**config.mk**
```make
export PLATFORM = sky130hd
export DESIGN_NAME = frt_timer
export DESIGN_NICKNAME = d
export VERILOG_FILES = /design/src/verilog/frt_pkg.sv /design/src/verilog/frt_timer.sv /design/src/verilog/frt_edge_sync.sv
export SDC_FILE = /design/constraint.sdc
export NUM_CORES = 1
export LEC_CHECK = 0
export BUFFER_PORTS_ARGS = -buffer_cell sky130_fd_sc_hd__buf_4
export CORE_MARGIN = 8
export CORE_UTILIZATION = 40
export CTS_CLUSTER_DIAMETER = 150
export DETAILED_ROUTE_END_ITERATION = 8
export GPL_TIMING_DRIVEN = 0
export HOLD_SLACK_MARGIN = 0.06
export PLACE_DENSITY = 0.77
export RECOVER_POWER = 50
export SLEW_MARGIN = 10
export SYNTH_ARGS = -nofsm -noshare
export SYNTH_HDL_FRONTEND = slang
export SYNTH_SLANG_ARGS = --single-unit
export TNS_END_PERCENT = 50
```
**constraint.sdc**
```tcl
create_clock -name clk_i -period 2.5 [get_ports clk_i]
set_clock_uncertainty 0.1 [all_clocks]
set_input_delay 0.25 -clock clk_i [delete_from_list [all_inputs] [get_ports clk_i]]
set_output_delay 0.25 -clock clk_i [all_outputs]
set_load 0.005 [all_outputs]
```
**src/verilog/frt_pkg.sv**
```systemverilog
// Constants, register map and field layout of the free-running timer counter
//==========================================================================
package frt_pkg;
  //==========================================================================
  // Register word addresses (byte offsets on the bus)
  localparam logic [4:0] FRT_COUNT_HIGH_BYTE_OFS     = 5'h00;
  localparam logic [4:0] FRT_COUNT_LOW_BYTE_OFS      = 5'h04;
  localparam logic [4:0] FRT_ALT_COUNT_HIGH_BYTE_OFS = 5'h08;
  localparam logic [4:0] FRT_ALT_COUNT_LOW_BYTE_OFS  = 5'h0c;
  localparam logic [4:0] FRT_STATUS_OFS              = 5'h10;
  localparam logic [4:0] FRT_CONTROL_ONE_OFS         = 5'h14;
  localparam logic [4:0] FRT_CONTROL_TWO_OFS         = 5'h18;

  //==========================================================================
  // Field positions
  localparam int FRT_STATUS_OVF_BIT  = 5;  // Overflow flag in status
  localparam int FRT_CTL1_OVF_IE_BIT = 5;  // Overflow interrupt enable
  localparam int FRT_CTL2_CLKSEL_LSB = 0;  // Timer clock select, 2 bits

  //==========================================================================
  // Reset values and count maximum
  localparam logic [15:0] FRT_COUNT_RESET = 16'hfffc;
  localparam logic [15:0] FRT_COUNT_MAX   = 16'hffff;
  localparam logic [1:0]  FRT_CLKSEL_RESET = 2'h0;

  // Timer clock select encodings
  typedef enum logic [1:0] {
    FRT_CLK_DIV2 = 2'b00,
    FRT_CLK_DIV4 = 2'b01,
    FRT_CLK_DIV8 = 2'b10,
    FRT_CLK_EXT  = 2'b11
  } frt_clksel_e;

  // Prescaler division minus one for each internal factor
  localparam logic [2:0] FRT_DIV2_LAST = 3'h1;
  localparam logic [2:0] FRT_DIV4_LAST = 3'h3;
  localparam logic [2:0] FRT_DIV8_LAST = 3'h7;
endpackage : frt_pkg

```
**src/verilog/frt_timer.sv**
```systemverilog
// Free-running 16-bit timer counter with Wishbone register access
module frt_timer (
  input  wire logic        clk_i,
  input  wire logic        rst_i,
  // Wishbone classic slave
  input  wire logic        cyc_i,
  input  wire logic        stb_i,
  input  wire logic        we_i,
  input  wire logic [4:0]  adr_i,
  input  wire logic [3:0]  sel_i,
  input  wire logic [31:0] dat_i,
  output logic      [31:0] dat_o,
  output logic             ack_o,
  // System
  input  wire logic        ext_clk_i,
  input  wire logic        core_int_mask_i,
  input  wire logic        halt_i,
  output logic      [15:0] count_o,
  output logic             overflow_irq_o
);
  typedef struct packed {
    logic [15:0] count;
    logic [2:0]  presc;
    logic [7:0]  low_hold;
    logic        hold_valid;
    logic        overflow_flag;
    logic        clear_armed;
    logic        overflow_interrupt_enable;
    logic [1:0]  timer_clock_select;
    logic        ack;
    logic [31:0] rdata;
    logic        irq;
  } frt_state_s;

  frt_state_s st;
  frt_state_s next_st;
  logic       ext_rise;

  //==========================================================================
  // External clock qualification
  frt_edge_sync u_ext_sync (
    .clk_i   (clk_i),
    .rst_i   (rst_i),
    .async_i (ext_clk_i),
    .rise_o  (ext_rise)
  );

  //==========================================================================
  // Bus decode
  logic       acc;
  logic       rd;
  logic       wr;
  logic       lane0;
  logic [2:0] last_presc;
  logic       tick;
  logic       overflow_evt;

  // One access per request; ack drops the cycle after it was given
  assign acc   = cyc_i & stb_i & ~st.ack;
  assign rd    = acc & ~we_i;
  assign wr    = acc & we_i;
  assign lane0 = sel_i[0];

  //==========================================================================
  // Prescaler terminal count per clock select
  always_comb begin
    unique case (frt_pkg::frt_clksel_e'(st.timer_clock_select))
      frt_pkg::FRT_CLK_DIV2: last_presc = frt_pkg::FRT_DIV2_LAST;
      frt_pkg::FRT_CLK_DIV4: last_presc = frt_pkg::FRT_DIV4_LAST;
      frt_pkg::FRT_CLK_DIV8: last_presc = frt_pkg::FRT_DIV8_LAST;
      frt_pkg::FRT_CLK_EXT:  last_presc = frt_pkg::FRT_DIV2_LAST;
    endcase
  end

  // Tick source: divided clock or qualified external edge; halt freezes all
  assign tick = ~halt_i &
                ((st.timer_clock_select == frt_pkg::FRT_CLK_EXT) ? ext_rise
                                                                 : (st.presc == last_presc));
  assign overflow_evt = tick & (st.count == frt_pkg::FRT_COUNT_MAX);

  //==========================================================================
  // Next-state logic
  always_comb begin
    next_st     = st;
    next_st.ack = acc;

    // Prescaler runs unless halted; a wrap of the select keeps it in range
    if (!halt_i) begin
      next_st.presc = (st.presc >= last_presc) ? 3'h0 : st.presc + 3'h1;
    end

    if (tick) begin
      next_st.count = st.count + 16'h0001;
    end

    // Low byte write restarts counter and prescaler
    if (wr && lane0 && (adr_i == frt_pkg::FRT_COUNT_LOW_BYTE_OFS ||
                        adr_i == frt_pkg::FRT_ALT_COUNT_LOW_BYTE_OFS)) begin
      next_st.count = frt_pkg::FRT_COUNT_RESET;
      next_st.presc = 3'h0;
    end

    // Control writes
    if (wr && lane0 && adr_i == frt_pkg::FRT_CONTROL_ONE_OFS) begin
      next_st.overflow_interrupt_enable = dat_i[frt_pkg::FRT_CTL1_OVF_IE_BIT];
    end
    if (wr && lane0 && adr_i == frt_pkg::FRT_CONTROL_TWO_OFS) begin
      next_st.timer_clock_select = dat_i[frt_pkg::FRT_CTL2_CLKSEL_LSB +: 2];
    end

    // Read data and high-then-low buffering
    next_st.rdata = 32'h0000_0000;
    if (rd) begin
      unique case (adr_i)
        frt_pkg::FRT_COUNT_HIGH_BYTE_OFS,
        frt_pkg::FRT_ALT_COUNT_HIGH_BYTE_OFS: begin
          next_st.rdata[7:0] = st.count[15:8];
          if (!st.hold_valid) begin
            next_st.low_hold   = st.count[7:0];
            next_st.hold_valid = 1'b1;
          end
        end
        frt_pkg::FRT_COUNT_LOW_BYTE_OFS,
        frt_pkg::FRT_ALT_COUNT_LOW_BYTE_OFS: begin
          next_st.rdata[7:0] = st.hold_valid ? st.low_hold
                                             : st.count[7:0];
          next_st.hold_valid = 1'b0;
        end
        frt_pkg::FRT_STATUS_OFS: begin
          next_st.rdata[frt_pkg::FRT_STATUS_OVF_BIT] = st.overflow_flag;
          if (st.overflow_flag) begin
            next_st.clear_armed = 1'b1;
          end
        end
        frt_pkg::FRT_CONTROL_ONE_OFS: begin
          next_st.rdata[frt_pkg::FRT_CTL1_OVF_IE_BIT] = st.overflow_interrupt_enable;
        end
        frt_pkg::FRT_CONTROL_TWO_OFS: begin
          next_st.rdata[frt_pkg::FRT_CTL2_CLKSEL_LSB +: 2] = st.timer_clock_select;
        end
        default: begin
          next_st.rdata = 32'h0000_0000;  // Unmapped reads as zero
        end
      endcase
    end

    // Second step of the clear: main low byte access only, never alternate
    if (acc && st.clear_armed && adr_i == frt_pkg::FRT_COUNT_LOW_BYTE_OFS) begin
      next_st.overflow_flag = 1'b0;
      next_st.clear_armed   = 1'b0;
    end

    // A rollover in the clearing cycle wins over the clear
    if (overflow_evt) begin
      next_st.overflow_flag = 1'b1;
    end

    // Request level stays pending while enable or mask block it
    next_st.irq = next_st.overflow_flag & next_st.overflow_interrupt_enable
                  & ~core_int_mask_i;
  end

  //==========================================================================
  // State register; reset also serves as wake-from-halt reload
  always_ff @(posedge clk_i) begin
    if (rst_i) begin
      st                    <= '0;
      st.count              <= frt_pkg::FRT_COUNT_RESET;
      st.timer_clock_select <= frt_pkg::FRT_CLKSEL_RESET;
    end else begin
      st <= next_st;
    end
  end

  assign dat_o          = st.rdata;
  assign ack_o          = st.ack;
  assign count_o        = st.count;
  assign overflow_irq_o = st.irq;
endmodule : frt_timer

```
**src/verilog/frt_edge_sync.sv**
```systemverilog
// Two-flop synchroniser with rising edge detect for the external timer clock
module frt_edge_sync (
  input  wire logic clk_i,
  input  wire logic rst_i,
  input  wire logic async_i,
  output logic      rise_o
);
  typedef struct packed {
    logic meta;
    logic sync;
    logic last;
    logic rise;
  } frt_sync_s;

  frt_sync_s st;
  frt_sync_s next_st;

  //==========================================================================
  // First flop only feeds the second; edge taken past the second
  always_comb begin
    next_st      = st;
    next_st.meta = async_i;
    next_st.sync = st.meta;
    next_st.last = st.sync;
    next_st.rise = st.sync & ~st.last;
  end

  // State register
  always_ff @(posedge clk_i) begin
    if (rst_i) begin
      st <= '0;
    end else begin
      st <= next_st;
    end
  end

  assign rise_o = st.rise;
endmodule : frt_edge_sync

```
==> run_results.csv, run 1 <==
group,metric,value,unit
run_status,run_status,"completed",
floorplanning,fp.dieArea,9250,sq um
place,dpl-instance-area,3060,sq um
logic_synthesis,synth_seq_area_share,36.6,%
place,dp.final_hpwl,4470,microns
global_routing,via_count_of_the_first_global_routing_pass,2006,
power_and_ir_drop,switching_share_of_power,24.0,%
critical_path,worst_ep_required_time,2.64,ns
critical_path,worstReg2RegStart,"st[34]$_SDFFE_PP0P_",
drt,postRouteWirelength,5800,microns
logic_synthesis,synth_async_sr_flop_share,0,%
critical_path,worstSetupStartpointType,"register",
place,routabilityCongestion,0.867,
place,buffer_ports.inserted,41,
cells_and_area,combined_area_of_the_multi_input_logic_cells,1280,sq um
global_routing,grt_start_max_net_pins,15,
power_and_ir_drop,intPower,0.00108,W
clock_network,clock-root-buffer,"sky130_fd_sc_hd__clkbuf_8",
critical_path,worstPathMaxFanout,10,
cells_and_area,utilization,50.7,%
clock_network,clock-sinks,47,
floorplanning,io-pin-count,99,
floorplanning,design.core.area,6280,sq um
power_and_ir_drop,post-layout-total-power,0.00142,W
cells_and_area,final_cell_area,3180,sq um
clock_network,cts_tree,"yes",
hold_path,timing.hold.worst_path_depth,2,
critical_path,cp-startpoint,"st[34]$_SDFFE_PP0P_",
power_and_ir_drop,p_seq_share,54.4,%
timing,report.final.slew_viol_count,0,
cells_and_area,area.sequential,942,sq um
critical_path,r2r_setup_slack,0.12,ns
drt,detail_route.iter0.violations,106,
cells_and_area,num-fill-cells,604,
timing,post-route-period-util,95.2,%
global_routing,antenna_found_initial,0,
power_and_ir_drop,power.combinational.fraction,12.2,%
critical_path,criticalPathCategory,"reg -> reg",
drt,route.detailed.drc,0,
cells_and_area,num_antenna_cells,0,
floorplanning,initial_standard_cell_utilization_of_the_core,40.9,%
timing,setup_viol_count_final,0,
clock_network,tritoncts_buffer_count,5,
logic_synthesis,synth.lib_cells_used.distinct,48,
critical_path,timing.rr.end,"count_o[13]$_SDFFE_PP1P_",
cells_and_area,syn2layout_area_growth,23.9,%
global_routing,gr-usage-all-layers,12.6,%
timing,grt_setup_unrepaired,"false",
timing,timing.setup.tns,0,ns
global_routing,grt-ovfl-total,0,
cells_and_area,layout_commonest_cell,"sky130_fd_sc_hd__buf_4",
drt,drt_first_pass_iters,4,
critical_path,critPathCaptureType,"register",
cells_and_area,final_layout_net_count,416,
cells_and_area,layout.cells.most_common_list,"64 x sky130_fd_sc_hd__buf_4, 46 x sky130_fd_sc_hd__dfxtp_1, 27 x sky130_fd_sc_hd__nor2_1",
timing,worst_slew_pin_slew,0.795,ns
clock_network,cts_max_level,2,
global_routing,grt_first_pass_wirelength,9240,microns
cells_and_area,drive_above_1_share,30.1,%
clock_network,clkSlewWorstSetupHoldPaths,0.09,ns
critical_path,cp_data_arrival_time,2.52,ns
timing,relSlewSlack,46.2,%
timing,fin_crit_period,2.38,ns
drt,detail-route-antenna-nets,0,
power_and_ir_drop,powerDensity,445,nW/um^2
timing,hold_viol,0,
power_and_ir_drop,leakage,1.49,nW
logic_synthesis,ys_ff_latch,47,
logic_synthesis,synth_edf_count,0,
hold_path,hold_start,"ext_clk_i",
floorplanning,die_w,96.2,microns
logic_synthesis,synth_largest_type_area_fraction,36.6,%
floorplanning,num_rows,29,
logic_synthesis,syn-mean-instance-area,8.99,sq um
drt,vias,2100,
clock_network,max-clock-path-buffers,2,
logic_synthesis,netlist_instances,286,
hold_path,whs_endpoint,"u_ext_sync.next_st[2]$_SDFF_PP0_",
logic_synthesis,main_synth_ff_type,"sky130_fd_sc_hd__dfxtp_1",
timing,achievable-frequency,420,MHz
critical_path,reg2regPathDepth,8,
logic_synthesis,synthesis.area,2570,sq um
logic_synthesis,synth_top_cells_by_area,"sky130_fd_sc_hd__dfxtp_1 37%, sky130_fd_sc_hd__buf_4 14%, sky130_fd_sc_hd__mux2i_1 7.8%, sky130_fd_sc_hd__a211oi_1 4.4%, sky130_fd_sc_hd__nor2_1 3.9%",
drt,vias_per_cell,4.78,
floorplanning,floorplan.die.height,96.2,microns
power_and_ir_drop,switching_power,0.000339,W
power_and_ir_drop,peakVddDrop,326,uV
logic_synthesis,synth_top_cell_by_area,"sky130_fd_sc_hd__dfxtp_1",
power_and_ir_drop,clkPwrFrac,33.4,%
hold_path,min_path_type,"in -> reg",
clock_network,clock_insertion_delay_worst_skew,0.30,ns
logic_synthesis,yosysWarningCount,0,
job,cap_viol_max_count,0,
drt,route.detailed.wl_per_inst,13.2,microns
-- power groups by stage --
stage | combinational, W | clock, W | sequential (W)
after floorplan | 0.000113 | 0 | 0.000784
after global placement | 0.000155 | 0 | 0.000786
after detailed placement | 0.000158 | 0 | 0.000787
after CTS | 0.000163 | 0.000482 | 0.000770
after global routing | 0.000191 | 0.000522 | 0.000772
final | 0.000173 | 0.000473 | 0.000770
-- critical path, cell delays in order, from the launching register on --
cell and delay (ns):
sky130_fd_sc_hd__dfxtp_2 0.37, sky130_fd_sc_hd__inv_1 0.05, sky130_fd_sc_hd__ha_1 0.28, sky130_fd_sc_hd__ha_1 0.35, sky130_fd_sc_hd__nand4b_4 0.17, sky130_fd_sc_hd__a211o_1 0.30
sky130_fd_sc_hd__buf_6 0.14, sky130_fd_sc_hd__or4_1 0.47, sky130_fd_sc_hd__nand3_1 0.09
-- synth_stat cells, drive strengths merged (5+ instances only) --
cell type / instances
buf: 50
dfxtp: 47
nor2: 27
mux2i: 20
a211oi: 15
nand2: 13
nand3: 12
nor2b: 10
clkbuf: 9
xnor2: 7
a21oi: 6
ha: 6
inv: 6
o31ai: 6
nor3: 5
-- through the flow --
stage          worst slack, ns  cells  hold WS, ns
2_1_floorplan            0.201    309        0.226
3_3_place_gp            0.0474    427        0.273
3_5_place_dp            0.0142    427        0.285
4_1_cts                 0.0366    436       0.0754
5_1_grt                 0.0198    439       0.0666
6_report                 0.121    439       0.0707
-- worst max path at each step --
stage / cells past startpoint / slack, ns / endpoint
5_1_grt: 8 / 0.02 / count_o[13]$_SDFFE_PP1P_
6_report: 8 / 0.12 / count_o[13]$_SDFFE_PP1P_
4_1_cts: 8 / 0.04 / count_o[9]$_SDFFE_PP1P_
2_1_floorplan: 8 / 0.20 / count_o[15]$_SDFFE_PP1P_
3_3_place_gp: 8 / 0.05 / count_o[15]$_SDFFE_PP1P_
3_5_place_dp: 8 / 0.01 / count_o[13]$_SDFFE_PP1P_
-- kinds of logic (layout without fill, tap and decap cells) --
family | Yosys count | count (layout) | share of synthesized area, %
compound gates | 40 | 40 | 10.8
flops | 47 | 47 | 36.6
fa+ha+maj | 6 | 6 | 2.92
simple gates | 98 | 98 | 21.8
mux | 20 | 20 | 7.79
other cells | 1 | 24 | 0.146
buf+inv | 65 | 118 | 16.8
xor+xnor | 9 | 9 | 3.07
-- flip-flops by register name, summed over array words and instances, names as in the netlist --
name,cells
st,17
count_o,16
dat_o,8
u_ext_sync.next_st,2
ack_o,1
overflow_irq_o,1
u_ext_sync.rise_o,1
u_ext_sync.st,1
-- area by class of cell --
type / count / share of cell area [%]
flip-flops and latches: 47 / 29.6
multi-input cells: 197 / 40.4
repair buffers: 45 / 10.5
clock inverters: 1 / 0.275
well taps: 77 / 3.03
inverters: 6 / 0.707
clock buffers: 7 / 2.71
plain buffers: 59 / 12.9
-- per-layer routing --
layer | track usage, % | vias up | share of wire [%]
li1 | - | 1086 | -
met1 | 15.6 | 949 | 44
met2 | 19.9 | 57 | 47
met3 | 3.90 | 8 | 8.2
met4 | 4.61 | 0 | 1.3
met5 | 0 | - | 0
-- repair_timing --
action                                  in CTS  in global routing
pin swaps                                    0                  1
hold buffers                                 1                  0
endpoints found under the setup margin       5                  5
buffers inserted                             0                  3
endpoints found under the hold margin        1                  0
resized for setup                            1                  1
Power figures use the tool's default switching activity.
==> inputs of run 2 (changes only) <==
--- a/config.mk
+++ b/config.mk
@@ -14,6 +14,7 @@
 export HOLD_SLACK_MARGIN = 0.06
 export PLACE_DENSITY = 0.77
 export RECOVER_POWER = 50
+export REMOVE_ABC_BUFFERS = 1
 export SLEW_MARGIN = 10
 export SYNTH_ARGS = -nofsm -noshare
 export SYNTH_HDL_FRONTEND = slang
==> run 2 against run 1 <==
Clock power up 44%. Global-route usage down 0.48 points. Setup slack better by 0.020 ns. Via count down 4.8%. Hold slack better by 0.0069 ns. Largest power group unchanged. Maximum frequency up 0.83%. First-iteration DRC count up 31%. Non-clock buffer count down 56.
==> run_results.csv, run 2 (same netlist as run 1, synthesis figures left out) <==
group,metric,value,unit
run_status,run_status,"completed",
drt,routed-wl-met3,486,microns
floorplanning,die_w,96.2,microns
global_routing,antenna_found_initial,0,
critical_path,critPathCaptureType,"register",
power_and_ir_drop,leakage,1.25,nW
global_routing,grt_start_max_net_pins,24,
place,dpl-instance-area,2680,sq um
clock_network,clkSlewWorstSetupHoldPaths,0.10,ns
floorplanning,initial_standard_cell_utilization_of_the_core,40.9,%
cells_and_area,drive_above_1_share,20.5,%
critical_path,r2r_setup_slack,0.14,ns
critical_path,crit_buf_inv,2,
timing,achievable-frequency,424,MHz
clock_network,tritoncts_buffer_count,5,
drt,vias,2000,
global_routing,grt_first_pass_wirelength,8890,microns
critical_path,worst_ep_required_time,2.60,ns
drt,detail-route-antenna-nets,0,
clock_network,max-clock-path-buffers,2,
timing,fin_crit_period,2.36,ns
cells_and_area,largest_register_ffs,17,
place,buffer_ports.inserted,42,
timing,relSlewSlack,52.2,%
cells_and_area,combined_area_of_the_multi_input_logic_cells,1320,sq um
timing,hold_viol,0,
clock_network,cts_max_level,2,
drt,route.detailed.wl_per_inst,14.9,microns
place,dp.final_hpwl,4110,microns
job,cap_viol_max_count,0,
cells_and_area,num-fill-cells,599,
timing,worst_slew_pin_slew,0.707,ns
drt,detail_route.iter0.violations,139,
timing,post-route-period-util,94.4,%
drt,drt_first_pass_iters,4,
cells_and_area,final_layout_net_count,361,
critical_path,path_common_cell,"sky130_fd_sc_hd__ha_1",
floorplanning,fp.dieArea,9250,sq um
floorplanning,floorplan.die.height,96.2,microns
timing,grt_setup_unrepaired,"false",
timing,setup_viol_count_final,0,
critical_path,worstPathMaxFanout,8,
critical_path,criticalPathCategory,"reg -> reg",
floorplanning,io-pin-count,99,
floorplanning,design.core.area,6280,sq um
power_and_ir_drop,powerDensity,556,nW/um^2
critical_path,crit_path_max_incr_delay,0.37,ns
timing,report.final.slew_viol_count,0,
clock_network,clock_insertion_delay_worst_skew,0.30,ns
place,dp.cells,370,
cells_and_area,layout.cells.most_common_list,"46 x sky130_fd_sc_hd__dfxtp_1, 27 x sky130_fd_sc_hd__nor2_1, 24 x sky130_fd_sc_hd__conb_1",
drt,detailroute.wirelength.met2,2660,microns
drt,postRouteWirelength,5730,microns
cells_and_area,final_cell_area,2870,sq um
floorplanning,num_rows,29,
place,place_ws,0.0259,ns
critical_path,cp_data_arrival_time,2.46,ns
global_routing,grt-ovfl-total,0,
place,routabilityCongestion,0.804,
clock_network,clock-sinks,47,
cells_and_area,largest-register,"st",
critical_path,worstSetupStartpointType,"register",
cells_and_area,final_cells,384,
global_routing,gr-usage-all-layers,12.1,%
critical_path,critPathSlowestCell,"sky130_fd_sc_hd__dfxtp_2",
cells_and_area,num_antenna_cells,0,
critical_path,delay_heaviest_family_cp,"adder cells",
drt,route.detailed.drc,0,
drt,top_signal_layer_used,"met4",
critical_path,critical_path.cell_chain,"inv_1, ha_1, ha_1, nand4b_4, buf_4, a211o_2, o31ai_1, nand3_1",
cells_and_area,syn2layout_area_growth,11.7,%
cells_and_area,area.sequential,942,sq um
timing,postLayoutSetupSlackWorst,0.141,ns
power_and_ir_drop,post-layout-total-power,0.00160,W
power_and_ir_drop,peakVddDrop,312,uV
cells_and_area,layout_commonest_cell,"sky130_fd_sc_hd__dfxtp_1",
hold_path,min_path_type,"in -> reg",
drt,m1WireLength,2520,microns
global_routing,via_count_of_the_first_global_routing_pass,1892,
drt,vias_per_cell,5.21,
clock_network,clock-root-buffer,"sky130_fd_sc_hd__clkbuf_8",
clock_network,cts_tree,"yes",
## run 2: routing by layer
| metal | vias up | GRT usage, % |
|---|---|---|
| met4 | 0 | 4.23 |
| met1 | 944 | 14.9 |
| met2 | 78 | 19.4 |
| met5 | - | 0 |
| met3 | 6 | 3.59 |
| li1 | 972 | - |
## run 2: power breakdown
| group | total, W | internal (W) | switching, W |
|---|---|---|---|
| registers | 0.000771 | 0.000759 | 0.0000122 |
| clock network | 0.000680 | 0.000406 | 0.000274 |
| logic | 0.000145 | 0.0000670 | 0.0000784 |
## run 2: layout make-up
cell class / count / area share [%]
Clock inverter: 3 / 2.48
Multi-Input combinational cell: 198 / 46.1
Sequential cell: 47 / 32.8
Clock buffer: 5 / 2.40
Timing Repair Buffer: 48 / 12.1
Inverter: 6 / 0.784
Tap cell: 77 / 3.36
## run 2: timing repair
action,in CTS,in global routing
buffers inserted,0,3
hold buffers,2,0
setup endpoints to repair,3,5
resized for setup,1,4
pin swaps,0,2
cloned,0,1
endpoints found under the hold margin,2,0
## run 2: worst reg2reg max path, stage by stage, from the launching register on
cell,delay (ns)
sky130_fd_sc_hd__dfxtp_2,0.37
sky130_fd_sc_hd__inv_1,0.05
sky130_fd_sc_hd__ha_1,0.29
sky130_fd_sc_hd__ha_1,0.34
sky130_fd_sc_hd__nand4b_4,0.19
sky130_fd_sc_hd__buf_4,0.20
sky130_fd_sc_hd__a211o_2,0.37
sky130_fd_sc_hd__o31ai_1,0.25
sky130_fd_sc_hd__nand3_1,0.10
## run 2: final timing paths
| check | start | endpoint | cells after the start |
|---|---|---|---|
| worst max-delay path | st[34]$_SDFFE_PP0P_ | count_o[13]$_SDFFE_PP1P_ | 8 |
| worst min-delay path | dat_i[0] | st[34]$_SDFFE_PP0P_ | 3 |
| worst max register to register | st[34]$_SDFFE_PP0P_ | count_o[13]$_SDFFE_PP1P_ | 8 |
| worst min register to register | u_ext_sync.st[1]$_SDFF_PP0_ | u_ext_sync.rise_o$_SDFF_PP0_ | 1 |
## run 2: metrics by stage
| stage | TNS, ns | utilization (%) | hold slack (ns) |
|---|---|---|---|
| 2_1_floorplan | 0 | - | 0.222 |
| 3_3_place_gp | -0.182 | 42.3 | 0.272 |
| 3_5_place_dp | 0 | 42.6 | 0.274 |
| 4_1_cts | 0 | 45.2 | 0.0768 |
| 5_1_grt | 0 | 45.7 | 0.0779 |
| 6_report | 0 | 45.7 | 0.0776 |
==> inputs of run 3 (changes only) <==
--- a/config.mk
+++ b/config.mk
@@ -5,6 +5,7 @@
 export SDC_FILE = /design/constraint.sdc
 export NUM_CORES = 1
 export LEC_CHECK = 0
+export ABC_AREA = 1
 export BUFFER_PORTS_ARGS = -buffer_cell sky130_fd_sc_hd__buf_4
 export CORE_MARGIN = 8
 export CORE_UTILIZATION = 40
==> run 3 against run 2 <==
Synthesized area grew 4.7%. Hold slack gained 0.00084 ns. Utilization shrank 3.1 points. Critical path type unchanged. Non-clock buffer count shrank 5. Clock-buffer cell count grew 2. Sequential cell count is the same. First-iteration DRC count grew 8.6%. Sequential power is essentially flat. Maximum frequency grew 17%. Highest routed layer unchanged. Largest cell class unchanged.
==> run_results.csv, run 3 <==
group,metric,value,unit
critical_path,timing.rr.end,"count_o[6]$_SDFFE_PP1P_",
power_and_ir_drop,peakVddDrop,311,uV
critical_path,path_common_cell,"sky130_fd_sc_hd__nand2_1",
cells_and_area,num-fill-cells,666,
power_and_ir_drop,powerDensity,476,nW/um^2
drt,detail-route-antenna-nets,0,
critical_path,cp_data_arrival_time,2.10,ns
drt,vias,2149,
critical_path,crit_path_max_incr_delay,0.36,ns
floorplanning,die_w,98.0,microns
logic_synthesis,synth_largest_type_area_fraction,35.0,%
critical_path,worstPathMaxFanout,9,
timing,grt_setup_unrepaired,"false",
clock_network,clkSlewWorstSetupHoldPaths,0.08,ns
critical_path,crit_buf_inv,2,
logic_synthesis,main_synth_ff_type,"sky130_fd_sc_hd__dfxtp_1",
cells_and_area,layout_commonest_cell,"sky130_fd_sc_hd__nand2_1",
floorplanning,design.core.area,6640,sq um
drt,route.detailed.drc,0,
logic_synthesis,synth_async_sr_flop_share,0,%
cells_and_area,final_layout_net_count,440,
drt,vias_per_cell,4.61,
place,place_ws,0.497,ns
floorplanning,io-pin-count,99,
cells_and_area,largest-register,"st",
floorplanning,floorplan.die.height,98.0,microns
clock_network,ctsResizeCount,0,
critical_path,delay_heaviest_family_cp,"adder cells",
hold_path,timing.hold.worst_path_depth,3,
logic_synthesis,synth_edf_count,0,
clock_network,cts_tree,"yes",
place,dp.final_hpwl,4480,microns
global_routing,via_count_of_the_first_global_routing_pass,2068,
global_routing,grt-ovfl-total,0,
timing,worst_slew_pin_slew,0.524,ns
timing,fin_crit_period,2.01,ns
timing,postLayoutSetupSlackWorst,0.487,ns
clock_network,clock_insertion_delay_worst_skew,0.30,ns
cells_and_area,syn2layout_area_growth,5.39,%
job,cap_viol_max_count,0,
critical_path,worstSetupStartpointType,"register",
logic_synthesis,synth_top_cells_by_count,"74 x sky130_fd_sc_hd__nand2_1, 48 x sky130_fd_sc_hd__buf_4, 47 x sky130_fd_sc_hd__dfxtp_1, 47 x sky130_fd_sc_hd__inv_1, 33 x sky130_fd_sc_hd__nor2_1",
drt,drt_first_pass_iters,4,
drt,postRouteWirelength,5710,microns
cells_and_area,largest_register_ffs,17,
logic_synthesis,synth_seq_area_share,35.0,%
timing,report.final.slew_viol_count,0,
logic_synthesis,syn-mean-instance-area,7.35,sq um
global_routing,grt_first_pass_wirelength,9710,microns
cells_and_area,num_antenna_cells,0,
cells_and_area,drive_above_1_share,15.5,%
timing,achievable-frequency,497,MHz
run_status,run_status,"completed",
timing,hold_viol,0,
timing,setup_viol_count_final,0,
clock_network,max-clock-path-buffers,2,
critical_path,critPathSlowestCell,"sky130_fd_sc_hd__dfxtp_1",
clock_network,tritoncts_buffer_count,5,
logic_synthesis,yosysMostFrequentCell,"sky130_fd_sc_hd__nand2_1",
global_routing,gr-usage-all-layers,12.4,%
critical_path,critPathCaptureType,"register",
drt,detail_route.iter0.violations,151,
hold_path,hold_start,"dat_i[1]",
critical_path,worstReg2RegStart,"st[34]$_SDFFE_PP0P_",
drt,route.detailed.wl_per_inst,12.2,microns
cells_and_area,final_cells,466,
place,buffer_ports.inserted,42,
place,routabilityCongestion,0.870,
logic_synthesis,synth.lib_cells_used.distinct,39,
floorplanning,num_rows,30,
global_routing,grt_start_max_net_pins,19,
logic_synthesis,synth_top_cells_by_area,"sky130_fd_sc_hd__dfxtp_1 35%, sky130_fd_sc_hd__buf_4 13%, sky130_fd_sc_hd__nand2_1 10%, sky130_fd_sc_hd__inv_1 6.6%, sky130_fd_sc_hd__nor2_1 4.6%",
clock_network,cts_max_level,2,
critical_path,cp.depth,10,
hold_path,whs_endpoint,"st[35]$_SDFFE_PP0P_",
logic_synthesis,netlist_instances,366,
critical_path,worst_ep_required_time,2.58,ns
timing,relSlewSlack,65.0,%
global_routing,antenna_found_initial,0,
hold_path,min_path_type,"in -> reg",
logic_synthesis,synth_top_cell_by_area,"sky130_fd_sc_hd__dfxtp_1",
logic_synthesis,ys_ff_latch,47,
critical_path,r2r_setup_slack,0.49,ns
logic_synthesis,yosysWarningCount,0,
clock_network,clock-root-buffer,"sky130_fd_sc_hd__clkbuf_8",
critical_path,criticalPathCategory,"reg -> reg",
timing,fin_worst_hold_slack,0.0784,ns
timing,post-route-period-util,80.5,%
cells_and_area,layout.cells.most_common_list,"74 x sky130_fd_sc_hd__nand2_1, 47 x sky130_fd_sc_hd__inv_1, 47 x sky130_fd_sc_hd__dfxtp_1",
power_and_ir_drop,post-layout-total-power,0.00135,W
floorplanning,fp.dieArea,9610,sq um
place,dp.cells,457,
clock_network,clock-sinks,47,
critical_path,reg2regPathDepth,10,
timing,timing.setup.tns,0,ns
power_and_ir_drop,leakage,1.37,nW
logic_synthesis,synthesis.area,2690,sq um
floorplanning,initial_standard_cell_utilization_of_the_core,40.5,%
critical_path,critical_path.cell_chain,"inv_1, ha_1, ha_1, nand3_1, nand2_1, nand2_4, inv_2, nand2_1, xor2_1, nand2_1",
[run 3: cell types whose count changed after synthesis, moves of 6 or more]
cell / previous run / this run
sky130_fd_sc_hd__a211oi_1: 15 / 0
sky130_fd_sc_hd__a21oi_1: 6 / 17
sky130_fd_sc_hd__clkbuf_1: 8 / 1
sky130_fd_sc_hd__inv_1: 6 / 47
sky130_fd_sc_hd__mux2i_1: 20 / 1
sky130_fd_sc_hd__nand2_1: 12 / 74
sky130_fd_sc_hd__nand3_1: 12 / 18
sky130_fd_sc_hd__nor2_1: 27 / 33
sky130_fd_sc_hd__nor2_4: 0 / 7
sky130_fd_sc_hd__nor2b_1: 10 / 0
sky130_fd_sc_hd__o21ai_0: 4 / 17
[run 3: worst register-to-register path: stages, from the launching register on]
cell and delay, ns:
sky130_fd_sc_hd__dfxtp_1 0.36, sky130_fd_sc_hd__inv_1 0.07, sky130_fd_sc_hd__ha_1 0.30, sky130_fd_sc_hd__ha_1 0.28, sky130_fd_sc_hd__nand3_1 0.10, sky130_fd_sc_hd__nand2_1 0.09
sky130_fd_sc_hd__nand2_4 0.17, sky130_fd_sc_hd__inv_2 0.10, sky130_fd_sc_hd__nand2_1 0.11, sky130_fd_sc_hd__xor2_1 0.16, sky130_fd_sc_hd__nand2_1 0.06
[run 3: routing by layer]
metal  wire, microns  vias to the layer above  global-route usage, %
li1                -                     1110                      -
met1            2510                      983                   14.3
met2            2760                       48                   20.5
met3             357                        8                   4.20
met4              81                        0                   4.80
met5               0                        -                      0
[run 3: timing repair]
item                                   in CTS  in global routing
hold buffers                                1                  0
endpoints found under the hold margin       1                  0
setup buffers                               0                  0
[run 3: cell families (layout without fill, tap and decap cells)]
logic type	Yosys count	after routing	synth area share, %
other cells	1	24	0.139
flops	47	47	35.0
compound gates	46	46	9.86
fa+ha+maj	6	6	2.79
simple gates	155	155	27.8
xor+xnor	7	7	2.28
mux	1	1	0.372
buf+inv	103	100	21.8
[run 3: report_power, final]
group / leakage, nW / switching (W) / internal [W] / total, W
clock: 0.0422 / 0.000246 / 0.000197 / 0.000443
combinational: 0.948 / 0.0000833 / 0.0000522 / 0.000136
sequential: 0.381 / 0.0000110 / 0.000760 / 0.000771
[run 3: final cells by class]
cell class / instances / area [sq um] / share of cell area, %
multi-input combinational: 239 / 1230 / 43.4
inverter: 49 / 184 / 6.48
timing repair buffer: 43 / 299 / 10.5
clock inverter: 1 / 5.00 / 0.176
sequential: 47 / 941 / 33.2
clock buffer: 7 / 76.3 / 2.69
tap: 80 / 100 / 3.53
[run 3: worst max path at each step]
stage,startpoint,endpoint,slack (ns)
floorplan,st[34]$_SDFFE_PP0P_,count_o[6]$_SDFFE_PP1P_,0.67
global placement,st[34]$_SDFFE_PP0P_,count_o[6]$_SDFFE_PP1P_,0.52
detailed placement,st[34]$_SDFFE_PP0P_,count_o[6]$_SDFFE_PP1P_,0.50
CTS,st[34]$_SDFFE_PP0P_,count_o[6]$_SDFFE_PP1P_,0.47
global route,st[34]$_SDFFE_PP0P_,count_o[8]$_SDFFE_PP1P_,0.31
finish,st[34]$_SDFFE_PP0P_,count_o[6]$_SDFFE_PP1P_,0.49
[run 3: per-stage QoR]
step / util [%] / instance area (sq um)
2_1_floorplan: - / 2380
3_3_place_gp: 42.0 / 2790
3_5_place_dp: 42.0 / 2790
4_1_cts: 43.4 / 2880
5_1_grt: 42.7 / 2840
6_report: 42.7 / 2840
